`config.mk`:
```
export PLATFORM = sky130hd
export DESIGN_NAME = module_identity_string_registers
export DESIGN_NICKNAME = d
export VERILOG_FILES = /design/src/hdl/id_string_pkg.sv /design/src/hdl/string_pair_reader.sv /design/src/hdl/date_string_former.sv /design/src/hdl/module_identity_string_registers.sv
export SDC_FILE = /design/constraint.sdc
export NUM_CORES = 1
export LEC_CHECK = 0
export BUFFER_PORTS_ARGS = -buffer_cell sky130_fd_sc_hd__buf_2
export CORE_MARGIN = 2
export CORE_UTILIZATION = 40
export CTS_CLUSTER_SIZE = 25
export DETAILED_ROUTE_END_ITERATION = 10
export MAX_ROUTING_LAYER = met4
export PLACE_DENSITY = 0.66
export SLEW_MARGIN = 30
export SYNTH_ARGS = -nofsm -noshare
export SYNTH_HDL_FRONTEND = slang
export SYNTH_SLANG_ARGS = --single-unit
```
`constraint.sdc`:
```
create_clock -name REF_CLK_IN -period 3.2 [get_ports REF_CLK_IN]
set_clock_uncertainty 0.2 [all_clocks]
set_input_delay 0.48 -clock REF_CLK_IN [delete_from_list [all_inputs] [get_ports REF_CLK_IN]]
set_output_delay 0.48 -clock REF_CLK_IN [all_outputs]
set_load 0.02 [all_outputs]
```
`src/hdl/id_string_pkg.sv`:
```
package id_string_pkg;
  // ==========================================================
  // command addresses
  localparam logic [7:0] ADDR_NO_OP  = 8'h00;
  localparam logic [7:0] ADDR_MAKER  = 8'h02;
  localparam logic [7:0] ADDR_MODEL  = 8'h03;
  localparam logic [7:0] ADDR_SERIAL = 8'h04;
  localparam logic [7:0] ADDR_DATE   = 8'h05;
  localparam logic [7:0] ADDR_WINDOW = 8'h0B;

  // ==========================================================
  // response status field
  localparam logic [1:0] STAT_OK       = 2'h0;
  localparam logic [1:0] STAT_EXEC_ERR = 2'h1;
  localparam logic [1:0] STAT_STR_OK   = 2'h2;

  // ==========================================================
  // error condition codes
  localparam logic [3:0] ERR_OK        = 4'h0;
  localparam logic [3:0] ERR_NO_REG    = 4'h1;
  localparam logic [3:0] ERR_READ_ONLY = 4'h2;
  localparam logic [3:0] ERR_PENDING   = 4'h4;
  localparam logic [3:0] ERR_NOT_READY = 4'h5;
  localparam logic [3:0] ERR_RANGE     = 4'h6;
  localparam logic [3:0] ERR_WINDOW_RO = 4'h7;
  localparam logic [3:0] ERR_GEN_FAIL  = 4'h8;
  localparam logic [3:0] ERR_VENDOR    = 4'hF;

  // ==========================================================
  // string sizes and pointer
  localparam int         STR_MAX_BYTES  = 80;
  localparam int         DATE_BYTES     = 12;
  localparam logic [15:0] DATE_LEN      = 16'h000C;
  localparam logic [6:0] PTR_RESET      = 7'h00;
  localparam logic [6:0] PTR_STEP       = 7'h02;

  // ==========================================================
  // date string layout and characters
  localparam logic [7:0] ASCII_ZERO   = 8'h30;
  localparam logic [7:0] ASCII_HYPHEN = 8'h2D;
  localparam logic [7:0] ASCII_NUL    = 8'h00;
  localparam logic [23:0] MONTH_BAD   = 24'h3F_3F3F;
  localparam logic [23:0] MONTH_NAME [0:11] = '{
    24'h4A_414E, 24'h46_4542, 24'h4D_4152, 24'h41_5052,
    24'h4D_4159, 24'h4A_554E, 24'h4A_554C, 24'h41_5547,
    24'h53_4550, 24'h4F_4354, 24'h4E_4F56, 24'h44_4543};
  localparam logic [3:0] MONTH_FIRST = 4'h1;
  localparam logic [3:0] MONTH_LAST  = 4'hC;

  // ==========================================================
  // string selected for window access
  typedef enum logic [2:0] {SEL_NONE, SEL_MAKER, SEL_MODEL, SEL_SERIAL, SEL_DATE} str_sel_e;
endpackage : id_string_pkg

```
`src/hdl/string_pair_reader.sv`:
```
`timescale 1ns/100ps
// picks two adjacent bytes of a string, byte idx in the upper half
module string_pair_reader
  import id_string_pkg::*;
#(
  parameter int NBYTES = 80
) (
  input  wire logic [8*NBYTES-1:0] str_in,
  input  wire logic [6:0]          idx_in,
  output logic      [15:0]         pair_out
);
  logic [8*NBYTES-1:0] shifted;

  // ==========================================================
  // shift selected byte down; bytes past the field read as zero
  always_comb begin
    shifted  = str_in >> {idx_in, 3'b000};
    pair_out = {shifted[7:0], shifted[15:8]};
  end
endmodule : string_pair_reader

```
`src/hdl/date_string_former.sv`:
```
`timescale 1ns/100ps
// builds "DD-MON-YYYY\0", byte i at bits [8i+:8]
module date_string_former
  import id_string_pkg::*;
(
  input  wire logic [7:0]              day_bcd_in,
  input  wire logic [3:0]              month_in,
  input  wire logic [15:0]             year_bcd_in,
  output logic      [8*DATE_BYTES-1:0] date_str_out
);
  logic [23:0] mon;

  // ==========================================================
  // month lookup, then character placement
  always_comb begin
    if (month_in >= MONTH_FIRST && month_in <= MONTH_LAST) begin
      mon = MONTH_NAME[month_in - MONTH_FIRST];
    end else begin
      mon = MONTH_BAD;
    end
    date_str_out = {ASCII_NUL,
                    ASCII_ZERO | {4'h0, year_bcd_in[3:0]},
                    ASCII_ZERO | {4'h0, year_bcd_in[7:4]},
                    ASCII_ZERO | {4'h0, year_bcd_in[11:8]},
                    ASCII_ZERO | {4'h0, year_bcd_in[15:12]},
                    ASCII_HYPHEN,
                    mon[7:0], mon[15:8], mon[23:16],
                    ASCII_HYPHEN,
                    ASCII_ZERO | {4'h0, day_bcd_in[3:0]},
                    ASCII_ZERO | {4'h0, day_bcd_in[7:4]}};
  end
endmodule : date_string_former

```
`src/hdl/module_identity_string_registers.sv`:
```
`timescale 1ns/100ps
// How it works
// - reading the maker register points string access at the maker string.
// - successful maker read returns maker string length, null included, at most 80.
// - a write to the maker register gets an execution error.
// - reading the model register points string access at the model string.
// - successful model read returns model string length, at most 80.
// - a write to the model register changes nothing and gets an execution error.
// - reading the serial register points string access at the serial string.
// - successful serial read returns serial string length, at most 80.
// - a write to the serial register gets an execution error.
// - reading the date register points string access at the 12-byte date string.
// - successful date read returns 12; string is DD-MON-YYYY then null.
// - day is two digits with leading zero, year is four digits.
// - month is JAN to DEC, upper case, in calendar order.
// - a write to the date register errors and keeps the date.
// - a failed read returns execution error, zero data, and a cause code.
// - cause codes: not ready 5, general failure 8, vendor 15; pending 4 is never given.
// - after an error the host reads no-op; reading past a string gives 6.
module module_identity_string_registers
  import id_string_pkg::*;
#(
  parameter logic [8*STR_MAX_BYTES-1:0] MAKER_STR  = '0,
  parameter logic [15:0]                MAKER_LEN  = 16'h0001,
  parameter logic [8*STR_MAX_BYTES-1:0] MODEL_STR  = '0,
  parameter logic [15:0]                MODEL_LEN  = 16'h0001,
  parameter logic [8*STR_MAX_BYTES-1:0] SERIAL_STR = '0,
  parameter logic [15:0]                SERIAL_LEN = 16'h0001,
  parameter logic [7:0]                 DATE_DAY   = 8'h01,
  parameter logic [3:0]                 DATE_MONTH = 4'h1,
  parameter logic [15:0]                DATE_YEAR  = 16'h2000
) (
  input  wire logic        REF_CLK_IN,
  input  wire logic        RST_N_IN,
  input  wire logic        CMD_VALID_IN,
  input  wire logic        CMD_WRITE_IN,
  input  wire logic [7:0]  CMD_ADDR_IN,
  input  wire logic [15:0] CMD_DATA_IN,
  input  wire logic        NOT_READY_IN,
  input  wire logic        EXEC_FAULT_IN,
  input  wire logic        VENDOR_FAULT_IN,
  output logic             RSP_VALID_OUT,
  output logic [1:0]       RSP_STATUS_OUT,
  output logic [15:0]      RSP_DATA_OUT,
  output logic [3:0]       ERR_CODE_OUT
);
  typedef struct packed {
    logic        rsp_valid;
    logic [1:0]  rsp_status;
    logic [15:0] rsp_data;
    logic [3:0]  err_code;
    str_sel_e    sel;
    logic [6:0]  ptr;
  } id_state_s;

  localparam id_state_s RESET_STATE = '{rsp_valid: 1'b0, rsp_status: STAT_OK,
                                        rsp_data: '0, err_code: ERR_OK,
                                        sel: SEL_NONE, ptr: PTR_RESET};

  id_state_s                   q;
  id_state_s                   next_q;
  logic [8*DATE_BYTES-1:0]     date_str;
  logic [15:0]                 pair_maker;
  logic [15:0]                 pair_model;
  logic [15:0]                 pair_serial;
  logic [15:0]                 pair_date;
  logic [15:0]                 cur_len;
  logic [15:0]                 cur_pair;
  logic                        id_addr;
  logic [15:0]                 id_len;
  str_sel_e                    id_sel;
  logic [15:0]                 unused_data;

  // ==========================================================
  // string sources
  date_string_former u_date (
    .day_bcd_in   (DATE_DAY),
    .month_in     (DATE_MONTH),
    .year_bcd_in  (DATE_YEAR),
    .date_str_out (date_str)
  );

  string_pair_reader #(.NBYTES(STR_MAX_BYTES)) u_pair_maker (
    .str_in (MAKER_STR), .idx_in (q.ptr), .pair_out (pair_maker));
  string_pair_reader #(.NBYTES(STR_MAX_BYTES)) u_pair_model (
    .str_in (MODEL_STR), .idx_in (q.ptr), .pair_out (pair_model));
  string_pair_reader #(.NBYTES(STR_MAX_BYTES)) u_pair_serial (
    .str_in (SERIAL_STR), .idx_in (q.ptr), .pair_out (pair_serial));
  string_pair_reader #(.NBYTES(DATE_BYTES)) u_pair_date (
    .str_in (date_str), .idx_in (q.ptr), .pair_out (pair_date));

  // ==========================================================
  // length and byte pair of the string now pointed at
  always_comb begin
    unused_data = CMD_DATA_IN;  // write data is never stored here
    case (q.sel)
      SEL_MAKER: begin
        cur_len  = MAKER_LEN;
        cur_pair = pair_maker;
      end
      SEL_MODEL: begin
        cur_len  = MODEL_LEN;
        cur_pair = pair_model;
      end
      SEL_SERIAL: begin
        cur_len  = SERIAL_LEN;
        cur_pair = pair_serial;
      end
      SEL_DATE: begin
        cur_len  = DATE_LEN;
        cur_pair = pair_date;
      end
      default: begin
        cur_len  = '0;
        cur_pair = '0;
      end
    endcase
  end

  // ==========================================================
  // decode of the four identity registers
  always_comb begin
    id_addr = 1'b1;
    case (CMD_ADDR_IN)
      ADDR_MAKER: begin
        id_len = MAKER_LEN;
        id_sel = SEL_MAKER;
      end
      ADDR_MODEL: begin
        id_len = MODEL_LEN;
        id_sel = SEL_MODEL;
      end
      ADDR_SERIAL: begin
        id_len = SERIAL_LEN;
        id_sel = SEL_SERIAL;
      end
      ADDR_DATE: begin
        id_len = DATE_LEN;
        id_sel = SEL_DATE;
      end
      default: begin
        id_addr = 1'b0;
        id_len  = '0;
        id_sel  = SEL_NONE;
      end
    endcase
  end

  // ==========================================================
  // command execution, answer always one cycle later
  always_comb begin
    next_q           = q;
    next_q.rsp_valid = CMD_VALID_IN;
    if (CMD_VALID_IN) begin
      next_q.rsp_data   = '0;
      next_q.rsp_status = STAT_EXEC_ERR;
      if (id_addr) begin
        if (CMD_WRITE_IN) begin
          next_q.err_code = ERR_READ_ONLY;
        end else if (NOT_READY_IN) begin
          next_q.err_code = ERR_NOT_READY;
        end else if (EXEC_FAULT_IN) begin
          next_q.err_code = ERR_GEN_FAIL;
        end else if (VENDOR_FAULT_IN) begin
          next_q.err_code = ERR_VENDOR;
        end else begin
          next_q.rsp_status = STAT_STR_OK;
          next_q.rsp_data   = id_len;
          next_q.err_code   = ERR_OK;
          next_q.sel        = id_sel;
          next_q.ptr        = PTR_RESET;
        end
      end else if (CMD_ADDR_IN == ADDR_WINDOW) begin
        if (CMD_WRITE_IN) begin
          next_q.err_code = ERR_WINDOW_RO;
        end else if ({9'h000, q.ptr} >= cur_len) begin
          next_q.err_code = ERR_RANGE;
        end else begin
          next_q.rsp_status = STAT_OK;
          next_q.rsp_data   = cur_pair;
          next_q.err_code   = ERR_OK;
          next_q.ptr        = 7'(q.ptr + PTR_STEP);
        end
      end else if (CMD_ADDR_IN == ADDR_NO_OP) begin
        // no-op read reports the cause code left by the last other command, zero after a success
        next_q.rsp_status = STAT_OK;
        next_q.rsp_data   = CMD_WRITE_IN ? '0 : {12'h000, q.err_code};
      end else begin
        next_q.err_code = ERR_NO_REG;
      end
    end
  end

  // ==========================================================
  // state register
  always_ff @(posedge REF_CLK_IN) begin
    if (!RST_N_IN) begin
      q <= RESET_STATE;
    end else begin
      q <= next_q;
    end
  end

  // ==========================================================
  // outputs
  always_comb begin
    RSP_VALID_OUT  = q.rsp_valid;
    RSP_STATUS_OUT = q.rsp_status;
    RSP_DATA_OUT   = q.rsp_data;
    ERR_CODE_OUT   = q.err_code;
  end

  logic rd_ok;
  assign rd_ok = CMD_VALID_IN && !CMD_WRITE_IN && !NOT_READY_IN
                 && !EXEC_FAULT_IN && !VENDOR_FAULT_IN;
endmodule : module_identity_string_registers

```
==> load_flow_metrics.sql <==
INSERT INTO impl_metrics (metric_group, metric, value, unit) VALUES
('power_and_ir_drop', 'p_sw_share', '25.65', '%'),
('setup_path', 'critical_path_buf_inv_count', '1', ''),
('synth', 'syn_avg_cell_area', '8.247', 'sq um'),
('synth', 'synth-async-reset-ratio', '0', '%'),
('floorplan', 'placementRows', '24', ''),
('setup_path', 'worst-endpoint-arrival', '2560', 'ps'),
('floorplan', 'initial_core_util', '40.91', '%'),
('clocking', 'clockBufferDepth', '2', ''),
('route', 'drtIter0Drc', '78', ''),
('synth', 'yosys-top-cells-area', 'sky130_fd_sc_hd__dfxtp_1 33%, sky130_fd_sc_hd__buf_4 9.4%, sky130_fd_sc_hd__nor2_1 5.1%', ''),
('floorplan', 'top_level_ports', '54', ''),
('route', 'via_count', '1464', ''),
('synth', 'yosys.cell_types.count', '50', ''),
('synth', 'synth_edf_count', '0', ''),
('clocking', 'root_buffer', 'sky130_fd_sc_hd__clkbuf_8', ''),
('power_and_ir_drop', 'clock_network_fraction_of_total_power', '39.0', '%'),
('sta', 'min_period_over_period', '80.71', '%'),
('power_and_ir_drop', 'p_per_area', '393.2', 'mW/mm^2'),
('layout', 'post_route_cells_drive_above_1_share', '22.87', '%'),
('setup_path', 'critical_path.cell_chain', 'nor3b_1 -> inv_1 -> ha_1 -> a21oi_1 -> nand2_1 -> o31a_1 -> o31a_1', ''),
('setup_path', 'worst-path-max-fanout', '5', ''),
('setup_path', 'worst_path_most_repeated_cell', 'sky130_fd_sc_hd__o31a_1', ''),
('sta', 'setup_violation_total_in_the_final_timing_report', '0', ''),
('clocking', 'numClockSinks', '29', ''),
('synth', 'postSynthRegisterBits', '29', ''),
('layout', 'layout.filler_cells', '455', ''),
('sta', 'worst_slew_pin_slew', '654.8', 'ps'),
('route', 'drt_via_density', '5.324', ''),
('global_route', 'gr-usage-all-layers', '16.23', '%'),
('synth', 'synth_area', '0.001757', 'sq mm'),
('job', 'drv_cap', '0', ''),
('synth', 'synthTopCellsByCount', '29 x sky130_fd_sc_hd__dfxtp_1, 24 x sky130_fd_sc_hd__nor2_1, 22 x sky130_fd_sc_hd__buf_4', ''),
('power_and_ir_drop', 'seqPwrFrac', '50.6', '%'),
('setup_path', 'path_delay_family', 'compound AO/OA/AOI/OAI gates', ''),
('power_and_ir_drop', 'worst_ir_drop_vdd', '124.7', 'uV'),
('sta', 'hold_ws', '239.5', 'ps'),
('floorplan', 'fp.dieH', '70.27', 'microns'),
('clocking', 'clock_tree.htree_level_count', '2', ''),
('hold_path', 'holdPathEnd', 'RSP_DATA_OUT[8]$_SDFFE_PN0P_', ''),
('route', 'route.antenna.remaining_nets', '0', ''),
('route', 'pre_antenna_drt_iters', '4', ''),
('hold_path', 'holdCritStartpoint', 'RSP_DATA_OUT[8]$_SDFFE_PN0P_', ''),
('setup_path', 'setup.worst_path.start', 'q[9]$_SDFFE_PN0P_', ''),
('power_and_ir_drop', 'total_leakage_power', '0.0007501', 'uW'),
('clocking', 'cts_hold_buf', '0', ''),
('hold_path', 'hold_path_depth', '2', ''),
('sta', 'timing.final.crit_period', '2583', 'ps'),
('synth', 'ys_warn_count', '0', ''),
('status', 'status', 'complete, no violations', ''),
('setup_path', 'cpPeakStageDelay', '470', 'ps'),
('setup_path', 'critPathKind', 'reg -> reg', ''),
('setup_path', 'r2r_start', 'q[9]$_SDFFE_PN0P_', ''),
('place', 'numPortBuffers', '35', ''),
('synth', 'yosysMostFrequentCell', 'sky130_fd_sc_hd__dfxtp_1', ''),
('synth', 'seq_area_frac_synth', '33.05', '%'),
('sta', 'max-slew-margin-rel', '55.77', '%'),
('clocking', 'tritoncts', 'yes', ''),
('synth', 'post_synth_inst_count', '213', ''),
('sta', 'setup-tns-final', '0', 'ps'),
('floorplan', 'core', '0.004294', 'sq mm'),
('sta', 'rsz0062_at_grt', 'no', ''),
('setup_path', 'worst_setup_path_start_kind', 'register', ''),
('setup_path', 'worst_r2r_path_depth', '7', ''),
('global_route', 'vias_in_the_first_global_route', '1294', ''),
('power_and_ir_drop', 'pwr-share-comb', '10.5', '%'),
('global_route', 'largest_net_degree_at_the_start_of_global_routing', '21', ''),
('layout', 'areaGrowthSynthToFinish', '6.125', '%'),
('layout', 'postLayoutCellArea', '0.001864', 'sq mm'),
('sta', 'max_clock_freq', '0.3872', 'GHz'),
('sta', 'timing_max_transition_violations_final', '0', ''),
('setup_path', 'cp-end-kind', 'register', '');
[state kept, by name, summed over array words and instances (netlist names)]
name / count
RSP_STATUS_OUT: 2
q: 9
ERR_CODE_OUT: 4
RSP_DATA_OUT: 13
RSP_VALID_OUT: 1
[tightest hold or removal path, cell delays in order (launching register included)]
cell and delay (ps):
sky130_fd_sc_hd__dfxtp_1 310, sky130_fd_sc_hd__nand2_1 50, sky130_fd_sc_hd__nand2_1 40
[cell type report]
cell class              instances  area [sq um]  share of cell area [%]
multi-input cells             150         957.2                   51.34
repair buffers                 35         175.2                   9.396
flip-flops and latches         29         580.6                   31.14
clock inverters                 2         10.01                  0.5369
clock buffers                   6         72.57                   3.893
well taps                      52         65.06                   3.490
inverters                       1         3.754                  0.2013
[power groups by stage]
| stage | combinational (uW) | sequential (uW) | clock [uW] |
|---|---|---|---|
| after detailed placement | 76.3 | 379 | 0 |
| final | 76.8 | 371 | 286 |
| after global placement | 75.7 | 378 | 0 |
| after floorplan | 61.2 | 379 | 0 |
| after global routing | 84.9 | 371 | 309 |
| after CTS | 76.9 | 371 | 296 |
[layer usage]
metal	part of all wire, %	GRT usage [%]
met2	44	22.12
met1	49	22.59
met4	1.8	7.051
met5	0	-
met3	5.1	4.040
[cell families (layout without fill, tap and decap cells)]
family	after synthesis	in the layout	synth area share, %
muxes	5	5	2.920
other	1	2	0.2135
adders and majority gates	3	3	2.137
AOI/OAI and AO/OA	51	51	19.52
DFF	29	29	33.05
and+or+nand+nor	86	86	27.99
buffers and inverters	35	44	12.68
xor gates and xnor gates	3	3	1.496
[metrics by stage]
stage,total power [uW],setup WS (ps),instances,utilization [%]
after floorplan,439.8,853.1,214,-
after global placement,454.1,655.5,267,41.49
after detailed placement,454.9,612.9,267,41.49
after CTS,743.2,606.3,275,43.41
after global routing,765.0,295.0,275,43.41
final,733.0,617.3,275,43.41
[how the worst max path moves through the flow]
stage | to | slack (ps) | cells after the start
after global placement | RSP_STATUS_OUT[0]$_SDFFE_PN0P_ | 660 | 7
after detailed placement | RSP_STATUS_OUT[0]$_SDFFE_PN0P_ | 610 | 7
after CTS | RSP_STATUS_OUT[0]$_SDFFE_PN0P_ | 610 | 7
after global routing | ERR_CODE_OUT[2]$_SDFFE_PN0P_ | 300 | 8
final | RSP_STATUS_OUT[0]$_SDFFE_PN0P_ | 620 | 7
after floorplan | RSP_DATA_OUT[2]$_SDFFE_PN0P_ | 850 | 6
[cell usage in the layout (no fill, tap or decap), types with 4 or more instances in the layout]
master,synthesis,layout
sky130_fd_sc_hd__nor2_1,24,24
sky130_fd_sc_hd__o21ai_0,12,12
sky130_fd_sc_hd__o21a_1,5,5
sky130_fd_sc_hd__nor2b_1,7,7
sky130_fd_sc_hd__a21boi_1,4,4
sky130_fd_sc_hd__and2_1,4,4
sky130_fd_sc_hd__a22o_1,4,4
sky130_fd_sc_hd__dfxtp_1,29,29
sky130_fd_sc_hd__and3_1,4,4
sky130_fd_sc_hd__nand2_1,12,12
sky130_fd_sc_hd__nor3_1,8,8
sky130_fd_sc_hd__nand2b_1,6,6
sky130_fd_sc_hd__clkbuf_8,0,5
sky130_fd_sc_hd__mux2i_1,4,4
sky130_fd_sc_hd__a21oi_1,9,9
sky130_fd_sc_hd__buf_2,1,35
Note: power is estimated with default switching activity, not from simulation.
